--- src/design/irmc_defines.svh ---
// offsets, field positions, reset values and timing counts of the ingress rate meter config block
// Summary of operation
// RULE1: the two-bit mode field selects buckets by port and priority (0), port only (1), priority only (2); 3 is reserved.
// RULE2: the enable bit turns metering, coloring and dropping on; clear means no metering at all.
// RULE3: every software write to the table command register launches the access that its fields describe; the code drops one written while pending is set.
// RULE4: the direction bit of the command means read when 1 and write when 0.
// RULE5: table select 0 is reserved, 1 picks the committed rate entry by index, 2 committed burst, 3 excess burst.
// RULE6: a five-bit entry index chooses one of the 24 committed rate entries.
// RULE7: in port-and-priority mode entries 0-7, 8-15 and 16-23 belong to ports 0, 1 and 2, priority 0 lowest.
// RULE8: in port-only mode entries 0, 1 and 2 belong to ports 0, 1 and 2.
// RULE9: in priority-only mode entry n belongs to priority n, up to 23.
// RULE10: software reads a table entry by writing the command, waiting for pending to clear, then reading the result.
// RULE11: software loads the write value before the command and then watches pending for completion.
// RULE12: software keeps the entry index in range for the mode; out-of-range indices are undefined.
// RULE13: the pending bit stays set while an access runs and clears by itself when it finishes.
// RULE14: a committed rate entry gives time per byte as (value + 1) times 20 ns, default 0x0014.
// RULE15: the burst entries hold maximum burst sizes in bytes, default 0x0600.
// RULE16: read and write value registers carry the entry in bits 15:0, upper bits reserved.
// RULE17: a command with the reserved table type completes without changing any entry and reads back zero.
`ifndef IRMC_DEFINES_SVH
`define IRMC_DEFINES_SVH

`define IRMC_ADR_W          16
`define IRMC_OFS_MODE_CFG   16'h184a
`define IRMC_OFS_TABLE_CMD  16'h184b
`define IRMC_OFS_TABLE_STS  16'h184c
`define IRMC_OFS_WR_VALUE   16'h184d
`define IRMC_OFS_RD_VALUE   16'h184e

`define IRMC_CFG_EN_BIT     0
`define IRMC_CFG_MODE_HI    2
`define IRMC_CFG_MODE_LO    1
`define IRMC_CMD_DIR_BIT    7
`define IRMC_CMD_SEL_HI     6
`define IRMC_CMD_SEL_LO     5
`define IRMC_CMD_IDX_HI     4
`define IRMC_CMD_IDX_LO     0
`define IRMC_STS_PEND_BIT   0

`define IRMC_ENTRY_W        16
`define IRMC_NUM_CRE        24
`define IRMC_IDX_W          5
`define IRMC_CRE_RESET      16'h0014
`define IRMC_BURST_RESET    16'h0600
`define IRMC_RATE_UNIT_NS   20
`define IRMC_CLK_NS         20
// cycles per rate unit, worked out from the rate unit and the clock period
`define IRMC_RATE_UNIT_CYC  (`IRMC_RATE_UNIT_NS / `IRMC_CLK_NS)
// table access latency in cycles once launched
`define IRMC_ACCESS_CYC     2'h2

`endif

--- src/design/irmc_pkg.sv ---
// types shared by the ingress rate meter config block
package irmc_pkg;
    typedef enum logic [1:0] {
        IRMC_MODE_PORT_PRIO,
        IRMC_MODE_PORT,
        IRMC_MODE_PRIO,
        IRMC_MODE_RSVD
    } irmc_mode_e;

    typedef enum logic [1:0] {
        IRMC_SEL_RSVD,
        IRMC_SEL_CRE,
        IRMC_SEL_CBS,
        IRMC_SEL_EBS
    } irmc_sel_e;

    typedef enum logic [1:0] {
        IRMC_ST_IDLE,
        IRMC_ST_BUSY,
        IRMC_ST_DONE
    } irmc_state_e;

    typedef logic [15:0] irmc_entry_t;
endpackage

--- src/design/irmc_tbl_if.sv ---
// access port between the command sequencer and the metering table
`include "irmc_defines.svh"
interface irmc_tbl_if;
    logic                      wr_en;
    logic [1:0]                sel;
    logic [`IRMC_IDX_W-1:0]    idx;
    logic [`IRMC_ENTRY_W-1:0]  wdata;
    logic [`IRMC_ENTRY_W-1:0]  rdata;

    modport seq (output wr_en, output sel, output idx, output wdata, input rdata);
    modport tbl (input wr_en, input sel, input idx, input wdata, output rdata);
endinterface

--- src/design/irmc_top.sv ---
// ingress rate meter config: wishbone register bank with indirect table access
//
// Register access over Wishbone was left to the implementer.
`include "irmc_defines.svh"
module irmc_top (
    input  wire logic                      clk_sys_i,
    input  wire logic                      rst_b_i,
    input  wire logic                      wb_cyc_i,
    input  wire logic                      wb_stb_i,
    input  wire logic                      wb_we_i,
    input  wire logic [`IRMC_ADR_W-1:0]    wb_adr_i,
    input  wire logic [3:0]                wb_sel_i,
    input  wire logic [31:0]               wb_dat_i,
    output logic      [31:0]               wb_dat_o,
    output logic                           wb_ack_o,
    output logic                           wb_err_o,
    output logic                           meter_enable_o,
    output logic      [1:0]                meter_mode_o
);
    irmc_tbl_if tbl_bus ();

    logic                      en_q;
    logic [1:0]                mode_q;
    logic                      dir_q;
    logic [1:0]                sel_q;
    logic [`IRMC_IDX_W-1:0]    idx_q;
    logic [`IRMC_ENTRY_W-1:0]  wval_q;
    logic [`IRMC_ENTRY_W-1:0]  rval_q;
    logic                      pend_q;
    logic [1:0]                cnt_q;
    irmc_pkg::irmc_state_e     st_q;
    logic                      wb_ack_q;
    logic                      wb_err_q;
    logic [31:0]               wb_dat_q;
    logic                      req;
    logic                      hit;
    logic                      wr_cmd;
    logic                      wr_cfg;
    logic                      wr_wval;
    logic [31:0]               rd_mux;

    // a new request is one not yet answered; ack drops the cycle after it rises
    assign req = wb_cyc_i && wb_stb_i && !wb_ack_q && !wb_err_q;

    always_comb begin
        hit = 1'b1;
        rd_mux = 32'h0000_0000;
        case (wb_adr_i)
            `IRMC_OFS_MODE_CFG:  rd_mux = {29'h0, mode_q, en_q};
            `IRMC_OFS_TABLE_CMD: rd_mux = {24'h0, dir_q, sel_q, idx_q};
            `IRMC_OFS_TABLE_STS: rd_mux = {31'h0, pend_q}; // RULE13
            `IRMC_OFS_WR_VALUE:  rd_mux = {16'h0, wval_q}; // RULE16
            `IRMC_OFS_RD_VALUE:  rd_mux = {16'h0, rval_q}; // RULE16
            default:             hit = 1'b0;
        endcase
    end

    // config and command writes need byte lane 0; the write value takes bits 7:0 on lane 0 and bits 15:8 on lane 1
    assign wr_cfg  = req && hit && wb_we_i && wb_adr_i == `IRMC_OFS_MODE_CFG && wb_sel_i[0];
    assign wr_cmd  = req && hit && wb_we_i && wb_adr_i == `IRMC_OFS_TABLE_CMD && wb_sel_i[0];
    assign wr_wval = req && hit && wb_we_i && wb_adr_i == `IRMC_OFS_WR_VALUE;

    // bus answer: one cycle after the request, err on unmapped address
    always_ff @(posedge clk_sys_i or negedge rst_b_i) begin
        if (!rst_b_i) begin
            wb_ack_q <= 1'b0;
            wb_err_q <= 1'b0;
            wb_dat_q <= 32'h0000_0000;
        end else begin
            wb_ack_q <= req && hit;
            wb_err_q <= req && !hit;
            wb_dat_q <= (req && hit && !wb_we_i) ? rd_mux : 32'h0000_0000;
        end
    end

    // mode and enable; the reserved mode code is stored as written
    always_ff @(posedge clk_sys_i or negedge rst_b_i) begin
        if (!rst_b_i) begin
            en_q   <= 1'b0;
            mode_q <= 2'h0;
        end else if (wr_cfg) begin
            en_q   <= wb_dat_i[`IRMC_CFG_EN_BIT]; // RULE2
            mode_q <= wb_dat_i[`IRMC_CFG_MODE_HI:`IRMC_CFG_MODE_LO]; // RULE1
        end
    end

    // write value register, honouring the two low byte lanes
    always_ff @(posedge clk_sys_i or negedge rst_b_i) begin
        if (!rst_b_i) begin
            wval_q <= 16'h0000;
        end else if (wr_wval) begin
            if (wb_sel_i[0]) begin
                wval_q[7:0] <= wb_dat_i[7:0];
            end
            if (wb_sel_i[1]) begin
                wval_q[15:8] <= wb_dat_i[15:8]; // RULE16
            end
        end
    end

    // command fields; a command written while busy or done is dropped so the access in flight stays coherent
    always_ff @(posedge clk_sys_i or negedge rst_b_i) begin
        if (!rst_b_i) begin
            dir_q <= 1'b0;
            sel_q <= 2'h0;
            idx_q <= 5'h00;
        end else if (wr_cmd && st_q == irmc_pkg::IRMC_ST_IDLE) begin
            dir_q <= wb_dat_i[`IRMC_CMD_DIR_BIT]; // RULE4
            sel_q <= wb_dat_i[`IRMC_CMD_SEL_HI:`IRMC_CMD_SEL_LO]; // RULE5
            idx_q <= wb_dat_i[`IRMC_CMD_IDX_HI:`IRMC_CMD_IDX_LO]; // RULE6
        end
    end

    // sequencer: idle -> busy for a fixed latency -> done, pending stays set through busy and done
    always_ff @(posedge clk_sys_i or negedge rst_b_i) begin
        if (!rst_b_i) begin
            st_q   <= irmc_pkg::IRMC_ST_IDLE;
            cnt_q  <= 2'h0;
            pend_q <= 1'b0;
        end else begin
            case (st_q)
                irmc_pkg::IRMC_ST_IDLE: begin
                    if (wr_cmd) begin
                        st_q   <= irmc_pkg::IRMC_ST_BUSY; // RULE3
                        cnt_q  <= `IRMC_ACCESS_CYC;
                        pend_q <= 1'b1; // RULE13
                    end
                end
                irmc_pkg::IRMC_ST_BUSY: begin
                    cnt_q <= cnt_q - 2'h1;
                    if (cnt_q == 2'h1) begin
                        st_q <= irmc_pkg::IRMC_ST_DONE;
                    end
                end
                irmc_pkg::IRMC_ST_DONE: begin
                    st_q   <= irmc_pkg::IRMC_ST_IDLE;
                    pend_q <= 1'b0; // RULE13
                end
                default: begin
                    st_q   <= irmc_pkg::IRMC_ST_IDLE;
                    pend_q <= 1'b0;
                end
            endcase
        end
    end

    // table port: the access itself happens in the done state
    assign tbl_bus.sel   = sel_q;
    assign tbl_bus.idx   = idx_q; // RULE7 RULE8 RULE9
    assign tbl_bus.wdata = wval_q;
    assign tbl_bus.wr_en = st_q == irmc_pkg::IRMC_ST_DONE && !dir_q; // RULE4

    // read value capture; reserved select yields zero from the table
    always_ff @(posedge clk_sys_i or negedge rst_b_i) begin
        if (!rst_b_i) begin
            rval_q <= 16'h0000;
        end else if (st_q == irmc_pkg::IRMC_ST_DONE && dir_q) begin
            rval_q <= tbl_bus.rdata; // RULE17
        end
    end

    irmc_table u_table (
        .clk_sys_i (clk_sys_i),
        .rst_b_i   (rst_b_i),
        .acc       (tbl_bus)
    );

    assign wb_dat_o       = wb_dat_q;
    assign wb_ack_o       = wb_ack_q;
    assign wb_err_o       = wb_err_q;
    assign meter_enable_o = en_q; // RULE2
    assign meter_mode_o   = mode_q; // RULE1
endmodule

--- src/design/irmc_table.sv ---
// metering table storage: committed rate entries and the two burst entries
`include "irmc_defines.svh"
module irmc_table (
    input  wire logic      clk_sys_i,
    input  wire logic      rst_b_i,
    irmc_tbl_if.tbl        acc
);
    logic [`IRMC_ENTRY_W-1:0] cre_q [`IRMC_NUM_CRE];
    logic [`IRMC_ENTRY_W-1:0] cbs_q;
    logic [`IRMC_ENTRY_W-1:0] ebs_q;

    // one flop group per committed rate entry
    genvar gi;
    generate
        for (gi = 0; gi < `IRMC_NUM_CRE; gi++) begin : g_cre
            always_ff @(posedge clk_sys_i or negedge rst_b_i) begin
                if (!rst_b_i) begin
                    cre_q[gi] <= `IRMC_CRE_RESET; // RULE14
                end else if (acc.wr_en && acc.sel == irmc_pkg::IRMC_SEL_CRE
                             && acc.idx == `IRMC_IDX_W'(gi)) begin
                    cre_q[gi] <= acc.wdata; // RULE6
                end
            end
        end
    endgenerate

    // burst entries; reserved select writes nothing
    always_ff @(posedge clk_sys_i or negedge rst_b_i) begin
        if (!rst_b_i) begin
            cbs_q <= `IRMC_BURST_RESET; // RULE15
            ebs_q <= `IRMC_BURST_RESET; // RULE15
        end else if (acc.wr_en) begin
            if (acc.sel == irmc_pkg::IRMC_SEL_CBS) begin
                cbs_q <= acc.wdata;
            end
            if (acc.sel == irmc_pkg::IRMC_SEL_EBS) begin
                ebs_q <= acc.wdata;
            end
        end
    end

    // read mux; out-of-range index reads zero, reserved select reads zero
    always_comb begin
        acc.rdata = '0;
        case (acc.sel)
            irmc_pkg::IRMC_SEL_CRE: begin
                if (acc.idx < `IRMC_IDX_W'(`IRMC_NUM_CRE)) begin
                    acc.rdata = cre_q[acc.idx]; // RULE6
                end
            end
            irmc_pkg::IRMC_SEL_CBS: acc.rdata = cbs_q; // RULE5
            irmc_pkg::IRMC_SEL_EBS: acc.rdata = ebs_q; // RULE5
            default: acc.rdata = '0; // RULE17
        endcase
    end
endmodule

--- config.mk ---
export PLATFORM = sky130hd
export DESIGN_NAME = irmc_top
export DESIGN_NICKNAME = d
export VERILOG_FILES = /design/src/design/irmc_pkg.sv /design/src/design/irmc_tbl_if.sv /design/src/design/irmc_top.sv /design/src/design/irmc_table.sv
export VERILOG_INCLUDE_DIRS = /design/src /design/src/design
export SDC_FILE = /design/constraint.sdc
export NUM_CORES = 1
export LEC_CHECK = 0
export BUFFER_PORTS_ARGS = -buffer_cell sky130_fd_sc_hd__buf_2
export CAP_MARGIN = 15
export CORE_ASPECT_RATIO = 1.1
export CORE_UTILIZATION = 40
export CTS_BUF_LIST = sky130_fd_sc_hd__clkbuf_8
export DETAILED_ROUTE_END_ITERATION = 7
export HOLD_SLACK_MARGIN = 0.15
export MAX_ROUTING_LAYER = met4
export PLACE_DENSITY = 0.55
export SLEW_MARGIN = 5
export SYNTH_ARGS = -nofsm -noshare
export SYNTH_HDL_FRONTEND = slang
export SYNTH_SLANG_ARGS = --single-unit
--- constraint.sdc ---
create_clock -name clk_sys_i -period 4.6 [get_ports clk_sys_i]
set_input_delay 0.46 -clock clk_sys_i [delete_from_list [all_inputs] [get_ports clk_sys_i]]
set_output_delay 0.46 -clock clk_sys_i [all_outputs]
set_load 0.05 [all_outputs]
==> Yosys cells after proc, flatten, opt, wreduce, memory -nomap -nowiden <==
Index checks and enable logic that the tools add are counted.
Widths: inputs -> output; s select.
{ "totals": {"ff_bits": 498, "in_bits": 57, "elab_cells": 152} }
{ "classes": {"addsub": 1, "magnitude_cmp": 2, "n_eq_ne": 36, "muxes": 15, "bitwise": 2, "reduce_logical": 56} }
{ "op_table": {"columns": ["operator", "n"], "rows": [
  ["$bmux 16 s5", 1],
  ["$eq 16x13->1 const B", 5],
  ["$pmux 16 s5", 1],
  ["$mux 16", 3],
  ["$pmux 16 s3", 1],
  ["$eq 5x4->1 const B", 8],
  ["$eq 5x5->1 const B", 8],
  ["$logic_and 1x1->1", 40],
  ["$mux 32", 1],
  ["$eq 5x3->1 const B", 4],
  ["$reduce_and 2->1", 7],
  ["$eq 5x2->1 const B", 2],
  ["$pmux 2 s2", 2],
  ["$eq 2x1->1 const B", 3],
  ["$eq 2x2->1 const B", 3],
  ["$ge 6x6->1 const B", 1],
  ["$mux 2", 3],
  ["$not 5->6", 1],
  ["$eq 5x1->1 const B", 1],
  ["$logic_not 1->1", 5],
  ["$logic_not 5->1", 1],
  ["$lt 5x5->1 const B", 1],
  ["$reduce_or 5->1", 1],
  ["$ne 2x2->1 const B", 2],
  ["6 further kinds", 7]
]} }

==> Depth between registers and ports, before layout <==
{ "logic_depth": {"word_depth": 9, "depth_mapped": 9} }

==> By module <==
A second synthesis with hierarchy kept.
{ "hier_totals": {"cells_unflattened": 1607, "hier_area_um2": 22624.2} }
{ "by_module_without_submodules": {"columns": ["mod", "instances", "cells_per_inst", "area_per_inst_um2", "seq_area_each_um2"], "rows": [
  ["irmc_table", 1, 1363, 19582.5, 10475.0],
  ["irmc_top", 1, 244, 3041.7, 1651.6]
]} }

==> Worst setup path after synthesis <==
No wires, ideal clock.
{ "synth_timing": {"kind": "register -> register", "from": "register wb_ack_q (netlist: wb_ack_o)", "to": "register dir_q", "setup_ns": 0.125, "t_arrival_ns": 2.090, "path_slack_ns": 2.385, "path_stages_with_launch": 6, "period_less_slack_ns": 2.215, "path_cell_list": "dfrtp_1 -> nor4bb_1 -> o21ai_0 -> or4_1 -> buf_2 -> mux2_2"} }
{ "synth_between": {"elab_chain_len": 8} }
{ "synth_lines": {"columns": ["element", "line", "rtl"], "rows": [
  ["start, declared", "irmc_top.sv:32", "logic wb_ack_q;"],
  ["start signal, assigned", "irmc_top.sv:70", "wb_ack_q <= req && hit;"],
  ["$logic_not 1->1", "irmc_top.sv:43", "assign req = wb_cyc_i && wb_stb_i && !wb_ack_q && !wb_err_q;"],
  ["$logic_and 1x1->1 (2 in series)", "irmc_top.sv:43", null],
  ["$logic_and 1x1->1 (2 in series)", "irmc_top.sv:60", "assign wr_cmd = req && hit && wb_we_i && wb_adr_i == `IRMC_OFS_TABLE_CMD && wb_sel_i[0];"],
  ["$logic_and 1x1->1 (no source line)", null, null],
  ["$logic_and 1x1->1", "irmc_top.sv:60", null],
  ["$logic_and 1x1->1", "irmc_top.sv:107", "end else if (wr_cmd && st_q == irmc_pkg::IRMC_ST_IDLE) begin"],
  ["end signal, assigned", "irmc_top.sv:108", "dir_q <= wb_dat_i[`IRMC_CMD_DIR_BIT];"],
  ["end, declared", "irmc_top.sv:24", "logic dir_q;"]
]} }
Every way passes these cells.
A chain may end at the register's enable or synchronous reset.

==> Final worst setup path <==
{ "layout_timing": {"from": "register idx_q[1]", "to": "register rval_q[12]"} }
{ "layout_between": {"elab_chain_len": 6} }
{ "layout_lines": {"columns": ["element", "line", "rtl"], "rows": [
  ["start, declared", "irmc_top.sv:26", "logic [`IRMC_IDX_W-1:0] idx_q;"],
  ["start signal, assigned", "irmc_top.sv:110", "idx_q <= wb_dat_i[`IRMC_CMD_IDX_HI:`IRMC_CMD_IDX_LO];"],
  ["$not 5->6 (implied by the code)", "irmc_table.sv:48", "acc.rdata = cre_q[acc.idx];"],
  ["$bmux 16 s5", "irmc_table.sv:48", null],
  ["$mux 16 (implied by the code) (2 in series)", "irmc_table.sv:48", null],
  ["$mux 16 *", "irmc_table.sv:47", "if (acc.idx < `IRMC_IDX_W'(`IRMC_NUM_CRE)) begin"],
  ["$pmux 16 s3 *", "irmc_table.sv:45", "case (acc.sel)"],
  ["end signal, assigned", "irmc_top.sv:158", "rval_q <= tbl_bus.rdata;"],
  ["end, declared", "irmc_top.sv:28", "logic [`IRMC_ENTRY_W-1:0] rval_q;"]
]} }
Mark *: on every way between the ends. The rest lies on a longest branch, timed or not. The select of a mux whose other input is x is not followed.

==> run summary <==
PWR
------------------------------------------------------------------------------
Pleak                                                                  11.5 nW
Share of total power in sequential cells                                 51.3%
Switching fraction of total power                                        22.2%
Net switching component of the power                                   1.84 mW
Part of the power in the clock network                                   46.6%
Total power divided by cell area                                   331 nW/um^2
Combinational share of power                                              2.1%
Total Power                                                            8.27 mW
Worst IR drop on VDD                                                  0.157 mV
Internal Pwr Total                                                     6.44 mW

CLOCK NETWORK
------------------------------------------------------------------------------
Buffers from clock root to sink, at most                                     3
Buffers inserted during post-CTS setup optimization                          0
Resized Gates After CTS                                                      0
Number of buffers inserted by hold repair at cts                            22
Total CTS buffers                                                           81
Number of H-tree levels                                                      3
Sinks on Clock Net                                                         482
Worst skew pair latency                                                 650 ps
Clock Pin Slew Worst Setup and Hold Paths                                60 ps
CTS tree                                                                   yes
CTS Root Cell                                                         clkbuf_8

LAYOUT
------------------------------------------------------------------------------
Share of post-route cells with drive strength above 1                    45.8%
Final nets                                                                1710
Synthesis-to-finish area growth                                          12.7%

LOGIC SYNTHESIS
------------------------------------------------------------------------------
Share of Yosys cell area claimed by the top area cell type               48.5%
Post-synthesis cell type with the largest combined area                dfrtp_1
Mapped cell area                                                    22200 um^2
Mean Syn Cell Area                                                   13.9 um^2
Cell types occupying the most area after synthesis                dfrtp_1 (48%), mux2_2 (22%), dfstp_2 (6.2%)
Top FF cell, synth                                                     dfrtp_1
Warning count from the yosys run                                             0
Sequential-to-total area share from yosys stat                           54.6%
Post-Syn Instances                                                        1591
Number of enable flip-flop cells after synthesis                             0
Number of flip-flops and latches in the synthesized netlist                482
Number of different library cells in the post-synthesis netlist             56
Share of synthesized registers carrying an async set or reset             100%

ROUTING
------------------------------------------------------------------------------
Routed length per placed instance                                      21.9 um
Initial detailed-routing violation count                                   657
Number of vias per cell after detailed routing                            5.37
Remaining DRCs                                                               0
Total Wirelength                                                       53.7 mm
Count of TritonRoute iterations in the first routing pass                    5
Number of antenna-violating nets in the routed design                        0
Vias                                                                     13200

TIMING
------------------------------------------------------------------------------
Maximum clock rate                                                   0.330 GHz
Final worst setup slack                                                1570 ps
Setup repair after global routing missed its margin                         no
Worst slew margin relative to its limit                                  27.3%
Final setup vio count                                                        0
Min cycle time layout                                                  3030 ps
Number of hold violations in the final report                                0
Transition time of the tightest slew-check pin                         1090 ps
Setup skew after layout                                                20.3 ps
Final worst path period share                                            66.0%
Final Slew Violations                                                        0
Worst Hold Margin                                                       211 ps
Post-Route Setup TNS                                                      0 ps

SETUP PATH
------------------------------------------------------------------------------
Startpoint type of the worst setup path                                   flop
Crit path buf inv count                                                      1
Type of the worst setup path                                        reg -> reg
Type of destination of the critical path                                  flop
Worst endpoint required time                                           5100 ps
Sequence of cells on the critical path                            buf_12 -> mux2i_1 -> o22ai_1 -> nor4b_1 -> o31ai_1
Biggest cell delay along the critical path                             1060 ps
Largest fanout on the critical path                                         59
Arrival time of the worst setup path                                   3530 ps
Largest delay share family, worst path                              flip-flops
Slowest stage cell on the critical path                                dfrtp_4

PLACEMENT
------------------------------------------------------------------------------
Global placer's final weighted congestion                                0.771
Half-perimeter wire length after placement                             33.4 mm
IO Port Bufs                                                                59
Worst Setup Slack post-DPL                                             1520 ps

FLOORPLAN
------------------------------------------------------------------------------
Row Count                                                                   90
CORE AREA                                                           54800 um^2
Effective utilization at floorplan                                       40.5%
Boundary Pins                                                               94
Overall die width                                                       227 um
Die Ht                                                                  249 um
Area of the die                                                     56400 um^2

JOB
------------------------------------------------------------------------------
Max-cap violations                                                           0

GLOBAL ROUTING
------------------------------------------------------------------------------
Maximum number of pins on one net before global-route repair               100
Antenna violations before repair                                             1
Global-route usage over all layers                                       20.3%
Total grt overflow                                                           0
Vias in the first global route                                           14200
First-pass GRT wire length                                             84.6 mm

HOLD PATH
------------------------------------------------------------------------------
Type of the worst min-delay path                                     in -> reg

OUTCOME
------------------------------------------------------------------------------
Status                                                            complete, no violations

-- power by group through the flow --
stage / clock network, mW / registers, mW / logic [mW]
CTS: 3.99 / 4.24 / 0.180
detailed placement: 0 / 4.32 / 0.166
floorplan: 0 / 4.32 / 0.0532
global placement: 0 / 4.32 / 0.162
finish: 3.85 / 4.25 / 0.173
global route: 4.17 / 4.24 / 0.198
-- layout by cell type, fill, tap and decap left out, drive strengths merged, types with 8 or more instances in the layout --
master,n
a22o,16
o21ai,20
dlygate4sd3,22
a21oi,39
nor3,9
o31ai,14
mux2i,112
dfrtp,430
mux2,446
nor4b,16
clkbuf,112
buf,101
conb,16
nor2,56
nor2b,11
inv,33
a22oi,46
dfstp,52
nand2,49
o22ai,14
nand3,8
mux4,48
-- area by class of cell --
cell class                      instances  area, um^2
Antenna cell                            1        2.50
Clock buffer                          112        1540
Multi-Input combinational cell        959        9350
Tap cell                              736         921
Clock inverter                         35         145
Inverter                                5        18.8
Timing Repair Buffer                  123         891
Sequential cell                       482       12100
Fill cell                            4983       29800
-- cells by family after synthesis --
| group | Yosys count | synth area share [%] |
|---|---|---|
| DFF | 482 | 54.6 |
| and+or+nand+nor | 176 | 4.43 |
| buffers and inverters | 165 | 3.50 |
| AOI/OAI and AO/OA | 160 | 4.80 |
| adders and majority gates | 1 | 0.0564 |
| other | 1 | 0.0169 |
| muxes | 606 | 32.6 |
-- tightest hold or removal path: cells and delay by family --
kind | cells | cell delay (ps)
simple gates | 3 | 260
buf+inv | 1 | 80
-- final timing paths --
check,start,to,slack (ps),depth (start not counted)
min in group asynchronous,rst_b_i,u_table.cre_q[94]$_DFFE_PN0P_,450,2
max in group asynchronous,rst_b_i,u_table.cre_q[194]$_DFFE_PN1P_,3010,3
hold reg to reg,u_table.cre_q[6]$_DFFE_PN0P_,u_table.cre_q[6]$_DFFE_PN0P_,490,1
hold / removal,wb_adr_i[9],wb_ack_o$_DFF_PN0_,210,4
setup / recovery,idx_q[1]$_DFFE_PN0P_,rval_q[12]$_DFFE_PN0P_,1570,5
setup reg to reg,idx_q[1]$_DFFE_PN0P_,rval_q[12]$_DFFE_PN0P_,1570,5
-- stage by stage --
stage | area (um^2) | cells | utilization, %
finish | 25000 | 2453 | 45.6
global route | 25000 | 2453 | 45.6
CTS | 25000 | 2452 | 45.6
detailed placement | 23100 | 2283 | 42.1
global placement | 23100 | 2283 | 42.1
floorplan | 22200 | 1606 | -
-- sequential cells by signal, summed over array words and instances (netlist names) --
name            cells
cnt_q               2
wb_dat_o           16
u_table.cbs_q      16
meter_enable_o      1
u_table.cre_q     384
st_q                2
sel_q               2
u_table.ebs_q      16
idx_q               5
wb_ack_o            1
tbl_bus.wdata      16
meter_mode_o        2
dir_q               1
rval_q             16
wb_err_o            1
pend_q              1
-- routing by layer --
metal  vias to the layer above  GRT usage (%)  wire length (um)
met5                         -              -                 0
met3                        92           2.68              1600
met4                         0           6.81              1290
met2                       223           33.0             26600
met1                      6945           26.1             24200
li1                       5908              -                 -
-- cell usage after synthesis, drive strengths merged (3+ instances only) --
master  count
a22oi      46
nor3        9
dfstp      52
a22o       16
o22ai      14
o21ai      20
dfrtp     430
o31ai      14
mux2i     112
inv         5
nand2      49
a21oi      39
nor2b      11
nand3       8
mux4       48
and3        3
nand2b      4
nor3b       5
nor2       56
clkbuf     63
buf        97
mux2      446
or3         3
nor4b      16
Power figures use the tool's default switching activity.
